**src/pkg/bus_mode_defs.svh**
```systemverilog
`ifndef BUS_MODE_DEFS_SVH
`define BUS_MODE_DEFS_SVH

// register byte offsets, low four address bits
`define ADDR_STATUS 4'h0
`define ADDR_CTRL 4'h4
`define ADDR_DIRTY 4'h8

// status fields
`define ST_MODE_BIT 0
`define ST_VALID_BIT 1
`define ST_BUSY_BIT 2
`define ST_WARM_BIT 3

// control fields
`define CTRL_WRITEBACK_INVALIDATE_INSTR_BIT 0

// reset values
`define DIRTY_RESET 16'h0000

// purge invalidate window in system clocks
`define PURGE_MIN_CLKS 5'd15
`define PURGE_MAX_CLKS 5'd20
`define PURGE_INVAL_CLKS (`PURGE_MIN_CLKS + 5'd1)

// bus responses
`define RESP_OKAY 2'b00
`define RESP_SLVERR 2'b10

`endif

```
**src/pkg/bus_mode_pkg.sv**
```systemverilog
package bus_mode_pkg;

  typedef enum logic [4:0] {
    F_IDLE   = 5'b00001,
    F_INVAL  = 5'b00010,
    F_WBREQ  = 5'b00100,
    F_WBWAIT = 5'b01000,
    F_ACK    = 5'b10000
  } flush_state_e;

  typedef logic [15:0] line_count_t;

endpackage
```
**src/hdl/bus_mode_init_prefetch_ctrl.sv**
```systemverilog
// Design decisions made here: register access over AXI4-Lite and the placing of the registers.
`timescale 1ns/1ps
`include "bus_mode_defs.svh"
module bus_mode_init_prefetch_ctrl (
  // clock and reset
  input wire logic aclk,
  input wire logic aresetn,
  // axi4-lite write address and data
  input wire logic [31:0] awaddr,
  input wire logic [2:0] awprot,
  input wire logic awvalid,
  output logic awready,
  input wire logic [31:0] wdata,
  input wire logic [3:0] wstrb,
  input wire logic wvalid,
  output logic wready,
  // axi4-lite write response
  output logic [1:0] bresp,
  output logic bvalid,
  input wire logic bready,
  // axi4-lite read
  input wire logic [31:0] araddr,
  input wire logic [2:0] arprot,
  input wire logic arvalid,
  output logic arready,
  output logic [31:0] rdata,
  output logic [1:0] rresp,
  output logic rvalid,
  input wire logic rready,
  // mode strap and write-back inputs
  input wire logic line_policy_select,
  input wire logic burst_length_select,
  input wire logic ext_write_buffer_empty,
  input wire logic snoop_kill_line,
  input wire logic line_alloc,
  // snoop
  input wire logic snoop_addr_strobe,
  input wire logic bus_hold_ack,
  input wire logic address_hold_request,
  input wire logic bus_backoff,
  // cache purge
  input wire logic cache_purge_req,
  input wire logic writeback_invalidate_instr,
  input wire logic writeback_done,
  // warm restart
  input wire logic soft_restart_pin,
  input wire logic instr_boundary,
  // core fetch and execution requests
  input wire logic core_lock_n,
  input wire logic code_fetch_req,
  input wire logic fetch_page_ok,
  input wire logic fetch_data_valid,
  input wire logic fetch_data_used,
  input wire logic data_req,
  input wire logic data_region_ok,
  input wire logic exec_req,
  input wire logic exec_past_limit,
  // mode and flush results
  output logic enhanced_mode,
  output logic mode_valid,
  output bus_mode_pkg::flush_state_e flush_state,
  output logic cache_invalidate,
  output logic writeback_line_req,
  output logic flush_ack_cycle,
  // write-back controls as used
  output logic burst_len_eff,
  output logic write_buffer_empty_eff,
  output logic kill_line_eff,
  output logic line_writeback,
  output logic line_state_valid,
  // snoop, lock, restart
  output logic snoop_accept,
  output logic pseudo_lock_out,
  output logic warm_restart_pending,
  output logic warm_restart_take,
  // bus cycle issue
  output logic code_fetch_issue,
  output logic data_cycle_issue,
  output logic opcode_discard,
  output logic exec_ok,
  output logic gp_fault
);
  import bus_mode_pkg::*;

  // register bus
  logic writeback_invalidate_instr_sw;
  line_count_t dirty_lines;
  wire write_hs = awready && awvalid && wready && wvalid;
  wire read_hs = arready && arvalid;
  wire [3:0] wa = awaddr[3:0];
  wire [3:0] ra = araddr[3:0];
  wire w_ctrl = (wa == `ADDR_CTRL);
  wire w_dirty = (wa == `ADDR_DIRTY);
  wire w_hit = w_ctrl || w_dirty || (wa == `ADDR_STATUS);
  wire r_status = (ra == `ADDR_STATUS);
  wire r_dirty = (ra == `ADDR_DIRTY);
  wire r_hit = r_status || r_dirty || (ra == `ADDR_CTRL);
  wire flush_busy = (flush_state != F_IDLE);
  wire [31:0] status_word = {28'h0000000, warm_restart_pending,
                             flush_busy, mode_valid, enhanced_mode};
  wire [31:0] read_word = r_status ? status_word
                        : r_dirty ? {16'h0000, dirty_lines}
                        : 32'h00000000;
  // accept address and data together once both are offered
  wire next_wready = awvalid && wvalid && !awready && !bvalid;
  wire next_arready = arvalid && !arready && !rvalid;
  wire [15:0] next_dirty = {wstrb[1] ? wdata[15:8] : dirty_lines[15:8],
                            wstrb[0] ? wdata[7:0] : dirty_lines[7:0]};

  always_ff @(posedge aclk) begin
    if (!aresetn) begin
      awready <= 1'b0;
      wready <= 1'b0;
      arready <= 1'b0;
    end else begin
      awready <= next_wready;
      wready <= next_wready;
      arready <= next_arready;
    end
  end

  always_ff @(posedge aclk) begin
    if (!aresetn) begin
      bvalid <= 1'b0;
      bresp <= `RESP_OKAY;
    end else if (write_hs) begin
      bvalid <= 1'b1;
      bresp <= w_hit ? `RESP_OKAY : `RESP_SLVERR;
    end else if (bready) begin
      bvalid <= 1'b0;
    end
  end

  always_ff @(posedge aclk) begin
    if (!aresetn) begin
      rvalid <= 1'b0;
      rdata <= 32'h00000000;
      rresp <= `RESP_OKAY;
    end else if (read_hs) begin
      rvalid <= 1'b1;
      rdata <= read_word;
      rresp <= r_hit ? `RESP_OKAY : `RESP_SLVERR;
    end else if (rready) begin
      rvalid <= 1'b0;
    end
  end

  // control writes: flush trigger self-clears, dirty count held
  always_ff @(posedge aclk) begin
    if (!aresetn) begin
      writeback_invalidate_instr_sw <= 1'b0;
      dirty_lines <= `DIRTY_RESET;
    end else begin
      writeback_invalidate_instr_sw <= write_hs && w_ctrl && wstrb[0]
                   && wdata[`CTRL_WRITEBACK_INVALIDATE_INSTR_BIT];
      if (write_hs && w_dirty) begin
        dirty_lines <= next_dirty;
      end
    end
  end

  // mode strap: a floating strap reads low through the pad pulldown,
  // so an unconnected board lands in standard mode
  always_ff @(posedge aclk) begin
    if (!aresetn) begin
      mode_valid <= 1'b0;
      enhanced_mode <= 1'b0;
    end else if (!mode_valid) begin
      // first edge after release; only hard reset reopens it
      mode_valid <= 1'b1;
      enhanced_mode <= line_policy_select;
    end
  end

  wire std_mode = mode_valid && !enhanced_mode;
  wire enh_mode = mode_valid && enhanced_mode;

  // flush sequencing
  flush_state_e next_state;
  logic [4:0] inval_count;
  logic inval_zero;
  line_count_t lines_left;
  logic lines_zero;
  wire flush_start = cache_purge_req || writeback_invalidate_instr
                     || writeback_invalidate_instr_sw;
  wire inval_load = (flush_state == F_IDLE) && std_mode && flush_start;
  wire lines_load = (flush_state == F_IDLE) && enh_mode && flush_start;
  wire lines_dec = (flush_state == F_WBWAIT) && writeback_done;
  wire next_inval_pulse = ((flush_state == F_INVAL) && inval_zero)
                          || (flush_state == F_ACK);
  wire next_wb_req = (flush_state == F_WBREQ) && !lines_zero;
  wire next_ack = (flush_state == F_ACK);

  cycle_timer #(.W(5)) u_inval_timer (
    .aclk(aclk),
    .aresetn(aresetn),
    .load(inval_load),
    .load_value(`PURGE_INVAL_CLKS),
    .dec(flush_state == F_INVAL),
    .count(inval_count),
    .zero(inval_zero)
  );

  cycle_timer #(.W(16)) u_line_count (
    .aclk(aclk),
    .aresetn(aresetn),
    .load(lines_load),
    .load_value(dirty_lines),
    .dec(lines_dec),
    .count(lines_left),
    .zero(lines_zero)
  );

  always_comb begin
    next_state = flush_state;
    case (flush_state)
      F_IDLE: begin
        if (inval_load) begin
          next_state = F_INVAL;
        end else if (lines_load) begin
          next_state = F_WBREQ;
        end
      end
      F_INVAL: begin
        if (inval_zero) begin
          next_state = F_IDLE;
        end
      end
      F_WBREQ: begin
        // acknowledge only once every dirty line is out
        next_state = lines_zero ? F_ACK : F_WBWAIT;
      end
      F_WBWAIT: begin
        if (writeback_done) begin
          next_state = F_WBREQ;
        end
      end
      F_ACK: begin
        next_state = F_IDLE;
      end
      default: begin
        next_state = F_IDLE;
      end
    endcase
  end

  always_ff @(posedge aclk) begin
    if (!aresetn) begin
      flush_state <= F_IDLE;
      cache_invalidate <= 1'b0;
      writeback_line_req <= 1'b0;
      flush_ack_cycle <= 1'b0;
    end else begin
      flush_state <= next_state;
      cache_invalidate <= next_inval_pulse;
      writeback_line_req <= next_wb_req;
      flush_ack_cycle <= next_ack;
    end
  end

  // write-back inputs; standard mode sees fixed neutral values, except line_alloc still drives line_state_valid
  wire next_snoop = snoop_addr_strobe
                    && (std_mode
                        || (enh_mode && (bus_hold_ack
                            || address_hold_request || bus_backoff)));

  always_ff @(posedge aclk) begin
    if (!aresetn) begin
      burst_len_eff <= 1'b0;
      write_buffer_empty_eff <= 1'b1;
      kill_line_eff <= 1'b0;
      line_writeback <= 1'b0;
      line_state_valid <= 1'b0;
      snoop_accept <= 1'b0;
      pseudo_lock_out <= 1'b1;
    end else begin
      burst_len_eff <= enh_mode && burst_length_select;
      write_buffer_empty_eff <= !enh_mode || ext_write_buffer_empty;
      kill_line_eff <= enh_mode && snoop_kill_line && next_snoop;
      line_writeback <= enh_mode && line_alloc
                        && line_policy_select;
      line_state_valid <= mode_valid && line_alloc;
      snoop_accept <= next_snoop;
      pseudo_lock_out <= enh_mode || core_lock_n;
    end
  end

  // warm restart: edge caught, taken at a boundary; mode untouched
  logic restart_d;
  wire restart_edge = soft_restart_pin && !restart_d;
  wire restart_take = warm_restart_pending && instr_boundary;
  // a new edge in the taking cycle stays pending
  wire next_pending = restart_edge
                      || (warm_restart_pending && !instr_boundary);

  always_ff @(posedge aclk) begin
    if (!aresetn) begin
      restart_d <= 1'b0;
      warm_restart_pending <= 1'b0;
      warm_restart_take <= 1'b0;
    end else begin
      restart_d <= soft_restart_pin;
      warm_restart_pending <= next_pending;
      warm_restart_take <= restart_take;
    end
  end

  // fetches are never held off by restart or a halt exit, so the far
  // side must finish every cycle it sees
  always_ff @(posedge aclk) begin
    if (!aresetn) begin
      code_fetch_issue <= 1'b0;
      data_cycle_issue <= 1'b0;
      opcode_discard <= 1'b0;
      exec_ok <= 1'b0;
      gp_fault <= 1'b0;
    end else begin
      code_fetch_issue <= code_fetch_req && fetch_page_ok;
      data_cycle_issue <= data_req && data_region_ok;
      opcode_discard <= fetch_data_valid && !fetch_data_used;
      exec_ok <= exec_req && !exec_past_limit;
      gp_fault <= exec_req && exec_past_limit;
    end
  end
endmodule

```
**src/hdl/cycle_timer.sv**
```systemverilog
`timescale 1ns/1ps
module cycle_timer #(
  parameter int W = 16
) (
  // clock and reset
  input wire logic aclk,
  input wire logic aresetn,
  // control
  input wire logic load,
  input wire logic [W-1:0] load_value,
  input wire logic dec,
  // state
  output logic [W-1:0] count,
  output logic zero
);

  assign zero = (count == '0);

  always_ff @(posedge aclk) begin
    if (!aresetn) begin
      count <= '0;
    end else if (load) begin
      count <= load_value;
    end else if (dec && !zero) begin
      count <= count - {{(W-1){1'b0}}, 1'b1};
    end
  end

endmodule

```
**config.mk**
```make
export PLATFORM = sky130hd
export DESIGN_NAME = bus_mode_init_prefetch_ctrl
export DESIGN_NICKNAME = d
export VERILOG_FILES = /design/src/pkg/bus_mode_pkg.sv /design/src/hdl/bus_mode_init_prefetch_ctrl.sv /design/src/hdl/cycle_timer.sv
export VERILOG_INCLUDE_DIRS = /design/src /design/src/pkg
export SDC_FILE = /design/constraint.sdc
export NUM_CORES = 1
export LEC_CHECK = 0
export ABC_AREA = 1
export BUFFER_PORTS_ARGS = -buffer_cell sky130_fd_sc_hd__buf_2
export CAP_MARGIN = 10
export CORE_ASPECT_RATIO = 0.7
export CORE_MARGIN = 5
export CORE_UTILIZATION = 49
export DETAILED_ROUTE_END_ITERATION = 8
export PLACE_DENSITY_LB_ADDON = 0.1
export SYNTH_ARGS = -nofsm -noshare
export SYNTH_HDL_FRONTEND = slang
export SYNTH_SLANG_ARGS = --single-unit
export TNS_END_PERCENT = 1
```
**constraint.sdc**
```tcl
create_clock -name aclk -period 2.3 [get_ports aclk]
set_input_delay 0.115 -clock aclk [delete_from_list [all_inputs] [get_ports aclk]]
set_output_delay 0.115 -clock aclk [all_outputs]
set_load 0.02 [all_outputs]
```
==> results of run 1 <==
==> layer usage <==
layer / vias up / GRT usage (%)
met5: - / 0
met4: 0 / 5.16
met3: 10 / 6.53
met2: 128 / 28.9
met1: 1630 / 27.5
li1: 1942 / -
==> worst max-delay path: stages, from the launching register on <==
cell and delay [ns]:
dfxtp_1 0.35, nor2_4 0.17, nand2_2 0.08, nor2_4 0.15, nand3_4 0.21, inv_2 0.25, nand2_1 0.14, nand2_1 0.09
inv_1 0.04, a21oi_1 0.10
==> sequential cells by signal (all words and copies together), names as in the netlist, 5 cells and up <==
signal	cells
u_line_count.count	16
flush_state	5
u_inval_timer.count	5
dirty_lines	16
rdata	16
==> path summary, 6_finish.rpt <==
check,startpoint,end,slack (ns),cells past startpoint
setup / recovery,flush_state[2],u_line_count.count[3],0.65,9
hold / removal,arvalid,arready,0.008,3
setup reg to reg,flush_state[2],u_line_count.count[3],0.65,9
hold reg to reg,restart_d,warm_restart_pending,0.42,1
==> cell families after synthesis <==
| family | count (synthesis) |
|---|---|
| compound gates | 93 |
| buf+inv | 107 |
| flops | 85 |
| simple gates | 261 |
| fa+ha+maj | 3 |
| xor+xnor | 5 |
| other cells | 1 |
==> where the power goes <==
part	total (mW)	internal, mW	switching (mW)
sequential	1.56	1.52	0.0354
combinational	0.502	0.178	0.325
clock	1.40	0.836	0.568
total	3.46	2.53	0.928
==> cell usage in the layout, fill, tap and decap left out, types with 4 or more instances in the layout <==
cell type	count
nor3_1	8
a21oi_1	41
nor2_1	73
clkbuf_16	9
conb_1	18
nor2_2	4
inv_1	67
buf_2	102
nand2_1	115
dfxtp_1	85
dlygate4sd3_1	12
xor2_1	5
o21ai_0	39
nand3_1	38
==> layout make-up <==
cell class | count | area, um^2
well taps | 101 | 126
flip-flops and latches | 85 | 1700
inverters | 71 | 267
fillers | 726 | 3030
repair buffers | 117 | 653
multi-input cells | 380 | 1810
clock buffers | 11 | 233
clock inverters | 4 | 48.8
==> metrics by stage <==
step / total power, mW / setup WS, ns
after floorplan: 1.95 / 0.851
after global placement: 2.06 / 0.686
after detailed placement: 2.07 / 0.647
after CTS: 3.49 / 0.643
after global routing: 3.61 / 0.415
final: 3.46 / 0.647
==> impl_results.md, run 1 <==
- Result of the run: complete, no violations
- Number of warnings issued by yosys: 0
- Setup total negative slack: 0 ns
- Synth top cells by count: nand2_1 (115), dfxtp_1 (85), nor2_1 (73)
- Total overflow reported by the global router: 0
- Post-layout nets: 803
- Endpoint kind of the worst setup timing path: flop
- Multiplexer share of the synthesized area: 0%
- Number of instances resized during post-cts repair: 0
- Total number of H-tree levels: 3
- Routed WL: 9890 um
- Number of enable flip-flop cells after synthesis: 0
- Final Cell Area: 0.00484 mm^2
- Final count of negative-setup-slack endpoints: 0
- Tightest hold margin: 0.00837 ns
- Die width: 117 um
- Main area contributors after synthesis: dfxtp_1 (43%), nand2_1 (11%), nor2_1 (6.9%)
- Post-CTS setup repair buffer count: 0
- Clock-pin slew on the worst setup and hold paths: 0.06 ns
- Largest family of logic cells by synthesized area: simple AND/OR/NAND/NOR gates
- Num ports: 201
- Initial core utilization: 50.2%
- DR vias/cell: 4.82
- Normalized max-slew margin: 62.0%
- Data arrival time of the critical path: 1.92 ns
- Share of the synthesized netlist area taken by xor and xnor gates: 1.11%
- Number of buffers created by CTS: 9
- Number of hold buffers added after cts: 12
- Number of global-route vias before repair: 3494
- Number of antenna violations at the first check in global routing: 0
- Cell taking the most area after synthesis: dfxtp_1
- Transition at the pin with the smallest max-transition slack: 0.569 ns
- TritonCTS clock tree: built
- Number of I/O port buffers: 102
- Routed wire length on met3: 817 um
- Dpl cells: 742
- Routed length on met2: 4160 um
- Vert. Die Dim: 85.2 um
- Mean instance size in the synthesized netlist: 7.13 um^2
- Power density normalized to cell area: 716 mW/mm^2
- Sequential-to-total area share from yosys stat: 43.0%
- Routability cong.: 0.879
- Wire length of the first global-routing pass: 16300 um
- Post-Route Utilization: 61.5%
- CORE AREA: 0.00787 mm^2
- First-pass DRT Iterations: 5
- Peak ir drop on the vdd network: 0.528 mV
- CP Class: flop to flop
- Post-synthesis instance area: 0.00396 mm^2
- Simple logic cell fraction of the synthesized area: 29.3%
- Area growth syn-to-layout: 22.3%
- Number of hold violations in the final report: 0
- Kind of path behind the tightest hold check: input pin to flop
- Count of antenna-violating nets left after detailed routing: 0
- Placement Rows: 27
- Later-pin clock latency in the skew report: 0.34 ns
- Final setup skew: 0.00775 ns
- Data required time at the worst endpoint: 2.57 ns
- Share of the synthesized area in the top cell type: 43.0%
- M1 wire length: 4820 um
- Leading register cell type out of synthesis: dfxtp_1
- Post-Synth Adder-Cell Area: 0.949%
- TritonCTS sink count: 85
- Final critical-path share of the clock period: 71.9%
- Uppermost routed layer: met4
- Average detailed-routed wire length per instance: 12.9 um
- Count leader, synth: nand2_1
- Buffers from clock root to sink, at most: 2
- Number of cells produced by synthesis: 555
- Max Cap Violations: 0
- Startpoint class of the critical path: flop
- First-iteration detailed-routing DRC count: 193
- Max-slew violations: 0
- Filler-free cell count of the finished design: 769
- RSZ-0062 raised after global routing: false
- Top fanout value on the critical path: 14
- Die Area: 0.0100 mm^2
- CTS root buffer: clkbuf_16
- Largest net degree at the start of global routing: 31
- Synth async-reset ratio: 0%
- Post-route DRC violation count: 0
- Via Count: 3710
- Clock period minus worst slack: 1.65 ns
- Distinct cell type count of the synthesized netlist: 41
- Post-synthesis sequential element count: 85
- Area of placed instances: 0.00444 mm^2
- Detailed-placement wirelength estimate: 7250 um
- Fraction of layout cells with a size suffix above 1: 21.1%
- Area fraction in compound gates after synthesis: 12.7%
- Top achievable clock speed: 605 MHz
- Reported leakage power: 2.40 nW
- ANT cells: 0
- Overall fraction of global-route tracks in use: 19.6%
Note: power is estimated with default switching activity, not from simulation.
==> run 2, diff against run 1 <==
--- a/config.mk
+++ b/config.mk
@@ -6,12 +6,12 @@
 export SDC_FILE = /design/constraint.sdc
 export NUM_CORES = 1
 export LEC_CHECK = 0
-export ABC_AREA = 1
+export ABC_AREA = 0
 export BUFFER_PORTS_ARGS = -buffer_cell sky130_fd_sc_hd__buf_2
 export CAP_MARGIN = 10
 export CORE_ASPECT_RATIO = 0.7
 export CORE_MARGIN = 5
-export CORE_UTILIZATION = 49
+export CORE_UTILIZATION = 40
 export DETAILED_ROUTE_END_ITERATION = 8
 export PLACE_DENSITY_LB_ADDON = 0.1
 export SYNTH_ARGS = -nofsm -noshare
==> constraint.sdc (replaced) <==
create_clock -name aclk -period 1.4 [get_ports aclk]
set_input_delay 0.07 -clock aclk [delete_from_list [all_inputs] [get_ports aclk]]
set_output_delay 0.07 -clock aclk [all_outputs]
set_load 0.02 [all_outputs]
==> impl_results.md, run 2 <==
- Result of the run: finished with violations
- Violated checks: negative setup slack
- Area of placed instances: 0.00468 mm^2 (+5.5%)
- Die Area: 0.0111 mm^2 (+11%)
- Post-synthesis instance area: 0.00363 mm^2 (-8.2%)
- Data required time at the worst endpoint: 1.68 ns (-0.89 ns)
- Final Cell Area: 0.00550 mm^2 (+14%)
- Max Cap Violations: 0 (unchanged)
- Crit-path max cell delay: 0.54 ns (+0.19 ns)
- DR vias/cell: 4.95 (+2.7%)
- Total number of H-tree levels: 3 (unchanged)
- Post-synthesis sequential element count: 85 (unchanged)
- TritonCTS clock tree: built
- Placement Rows: 29 (+7.4%)
- Number of global-route vias before repair: 3673 (+5.1%)
- First-iteration detailed-routing DRC count: 230 (+19%)
- Sequential-to-total area share from yosys stat: 46.9% (+3.8 points)
- TritonCTS sink count: 85 (unchanged)
- Buffers from clock root to sink, at most: 2 (unchanged)
- Final count of negative-setup-slack endpoints: 27 (+27)
- Count leader, synth: dfxtp_1
- Max-slew violations: 0 (unchanged)
- R2R Path Start: u_line_count.count[8]
- Post-layout nets: 739 (-8.0%)
- Number of cells on the worst reg-to-reg path: 4 (-5)
- Share of the synthesized area in the top cell type: 46.9% (+3.8 points)
- Number of enable flip-flop cells after synthesis: 0 (unchanged)
- Cell taking the most area after synthesis: dfxtp_1
- Area growth syn-to-layout: 51.4%
- Biggest registers after layout: dirty_lines (16), rdata (16), u_line_count.count (16)
- Top fanout value on the critical path: 4 (-10)
- Post-CTS setup repair buffer count: 0 (unchanged)
- CTS root buffer: clkbuf_16
- Endpoint kind of the worst setup timing path: flop
- Routed WL: 10900 um (+10%)
- Met3 global-route usage: 6.34% (-0.19 points)
- Final setup skew: 0.00619 ns (-0.00156 ns)
- Number of hold violations in the final report: 0 (unchanged)
- ANT cells: 0 (unchanged)
- RSZ-0062 raised after global routing: true
- Total overflow reported by the global router: 0 (unchanged)
- Most frequent cells in the layout: buf_2 (102), dfxtp_1 (83), buf_4 (56), nor2_1 (51), dlygate4sd3_1 (42)
- Critical path origin: u_line_count.count[8]
- Largest net degree at the start of global routing: 26 (-16%)
- Top achievable clock speed: 487 MHz (-19%)
- Transition at the pin with the smallest max-transition slack: 0.514 ns (-0.0556 ns)
- Synth async-reset ratio: 0% (unchanged)
- Leading register cell type out of synthesis: dfxtp_1
- Met2 Use GR: 31.4% (+2.5 points)
- Overall fraction of global-route tracks in use: 20.3% (+0.67 points)
- Normalized max-slew margin: 64.9% (+2.9 points)
- Final critical-path share of the clock period: 147% (+75 points)
- Cell chain of the critical path: or4_4, or4_4, or4_1, a31oi_1
- Filler-free cell count of the finished design: 729 (-5.2%)
- Capturing point of the worst reg2reg path: u_line_count.count[14]
- Dpl cells: 671 (-9.6%)
- Kind of path behind the tightest hold check: input pin to flop
- Mean instance size in the synthesized netlist: 9.05 um^2 (+27%)
- Wire length of the first global-routing pass: 18000 um (+10%)
- Most utilized layer in the global route result: met2
- Fraction of layout cells with a size suffix above 1: 34.5% (+13 points)
- Initial core utilization: 40.5% (-9.7 points)
- Vert. Die Dim: 89.7 um (+5.3%)
- Detailed-placement wirelength estimate: 7710 um (+6.3%)
- Routability cong.: 0.845 (-3.9%)
- Endpoint of the most critical setup path: u_line_count.count[14]
- Number of I/O port buffers: 102 (unchanged)
- Buf/Inv on CP: 0 (-2)
- Clock period minus worst slack: 2.05 ns (+0.400 ns)
- Main area contributors after synthesis: dfxtp_1 (47%), mux2i_1 (6.1%), nor2_1 (5.4%)
- First-pass DRT Iterations: 4 (-1)
- Setup slack of the worst register-to-register path: -0.65 ns (-1.30 ns)
- Number of cells produced by synthesis: 401 (-28%)
- CP Class: flop to flop
- Number of warnings issued by yosys: 0 (unchanged)
- Synth top cells by count: dfxtp_1 (85), nor2_1 (52), nand2_1 (31)
- Average detailed-routed wire length per instance: 15.0 um (+16%)
- Dominant delay contributor by cell family on the critical path: simple AND/OR/NAND/NOR gates
- Met1 track demand over resource in global routing: 26.7% (-0.79 points)
- Tightest hold margin: 0.00907 ns (+0.000706 ns)
- Distinct cell type count of the synthesized netlist: 55 (+34%)
- Final Worst Setup Slack: -0.653 ns (-1.30 ns)
- Worst path depth: 4 (-5)
- Power density normalized to cell area: 1070 mW/mm^2 (+50%)
- Num ports: 201 (unchanged)
- Post-route DRC violation count: 0 (unchanged)
- Later-pin clock latency in the skew report: 0.35 ns (about the same)
- Data arrival time of the critical path: 2.33 ns (+0.41 ns)
- Cell with the largest stage delay on the worst path: or4_4
- Peak ir drop on the vdd network: 0.797 mV (+51%)
- Die width: 124 um (+5.5%)
- Number of cells on the worst hold path: 2 (-1)
- Startpoint class of the critical path: flop
- Via Count: 3612 (-2.6%)
- Clock-pin slew on the worst setup and hold paths: 0.06 ns (about the same)
- Commonest non-fill, non-tap cell in the layout: buf_2
- Count of antenna-violating nets left after detailed routing: 0 (unchanged)
- CORE AREA: 0.00896 mm^2 (+14%)
- Most prevalent standard cell on the critical path: or4_4
- Number of buffers created by CTS: 9 (unchanged)
- Number of antenna violations at the first check in global routing: 0 (unchanged)
- Reported leakage power: 2.55 nW (+6.3%)
-- run 2: area by class of cell --
| type | count | area (um^2) |
|---|---|---|
| Fill cell | 789 | 3460 |
| Multi-Input combinational cell | 283 | 1810 |
| Sequential cell | 85 | 1700 |
| Timing Repair Buffer | 209 | 1480 |
| Clock buffer | 10 | 239 |
| Tap cell | 124 | 155 |
| Clock inverter | 6 | 70.1 |
| Inverter | 12 | 45.0 |
-- run 2: power by group --
part	leakage [nW]	internal, mW	switching [mW]
combinational	1.72	0.455	0.477
sequential	0.690	2.47	0.0260
clock	0.142	1.44	1.02
-- run 2: worst min path at each step --
stage / start / to / slack [ns]
final: aresetn / pseudo_lock_out / 0.009
after global routing: aresetn / pseudo_lock_out / 0.01
after CTS: awaddr[2] / writeback_invalidate_instr_sw / 0.002
after detailed placement: fetch_data_used / opcode_discard / 0.23
after global placement: fetch_data_used / opcode_discard / 0.23
after floorplan: aresetn / mode_valid / 0.1
-- run 2: timing repair --
item                                    in CTS  in global routing
resized for setup                           13                 13
endpoints found under the setup margin      28                 44
hold buffers                                42                  0
endpoints found under the hold margin       35                  0
pin swaps                                   14                  3
-- run 2: cells by family (layout without fill, tap and decap cells) --
kind of cell,count (synthesis),count (layout),synth area share [%]
flip-flops,85,85,46.9
other,1,18,0.103
AO/OA/AOI/OAI,74,74,14.2
AND/OR/NAND/NOR,160,160,22.9
buffers and inverters,50,237,7.17
XOR/XNOR,3,3,0.724
multiplexers,25,25,7.00
adder cells (fa/ha/maj),3,3,1.03
-- run 2: layer usage --
metal / vias up / routed length (um) / share of wire (%)
met4: 0 / 64 / 0.59
li1: 1810 / - / -
met2: 105 / 5060 / 46
met1: 1690 / 4920 / 45
met5: - / 0 / 0
met3: 7 / 860 / 7.9
-- run 2: through the flow --
step	util [%]	setup WS [ns]	TNS [ns]	power, mW
3_3_place_gp	52.2	-0.587	-11.11	3.34
2_1_floorplan	-	-0.661	-14.03	2.98
4_1_cts	60.8	-0.631	-10.57	5.92
3_5_place_dp	52.2	-0.649	-11.76	3.35
6_report	61.3	-0.653	-10.77	5.89
5_1_grt	61.3	-0.733	-13.44	6.12
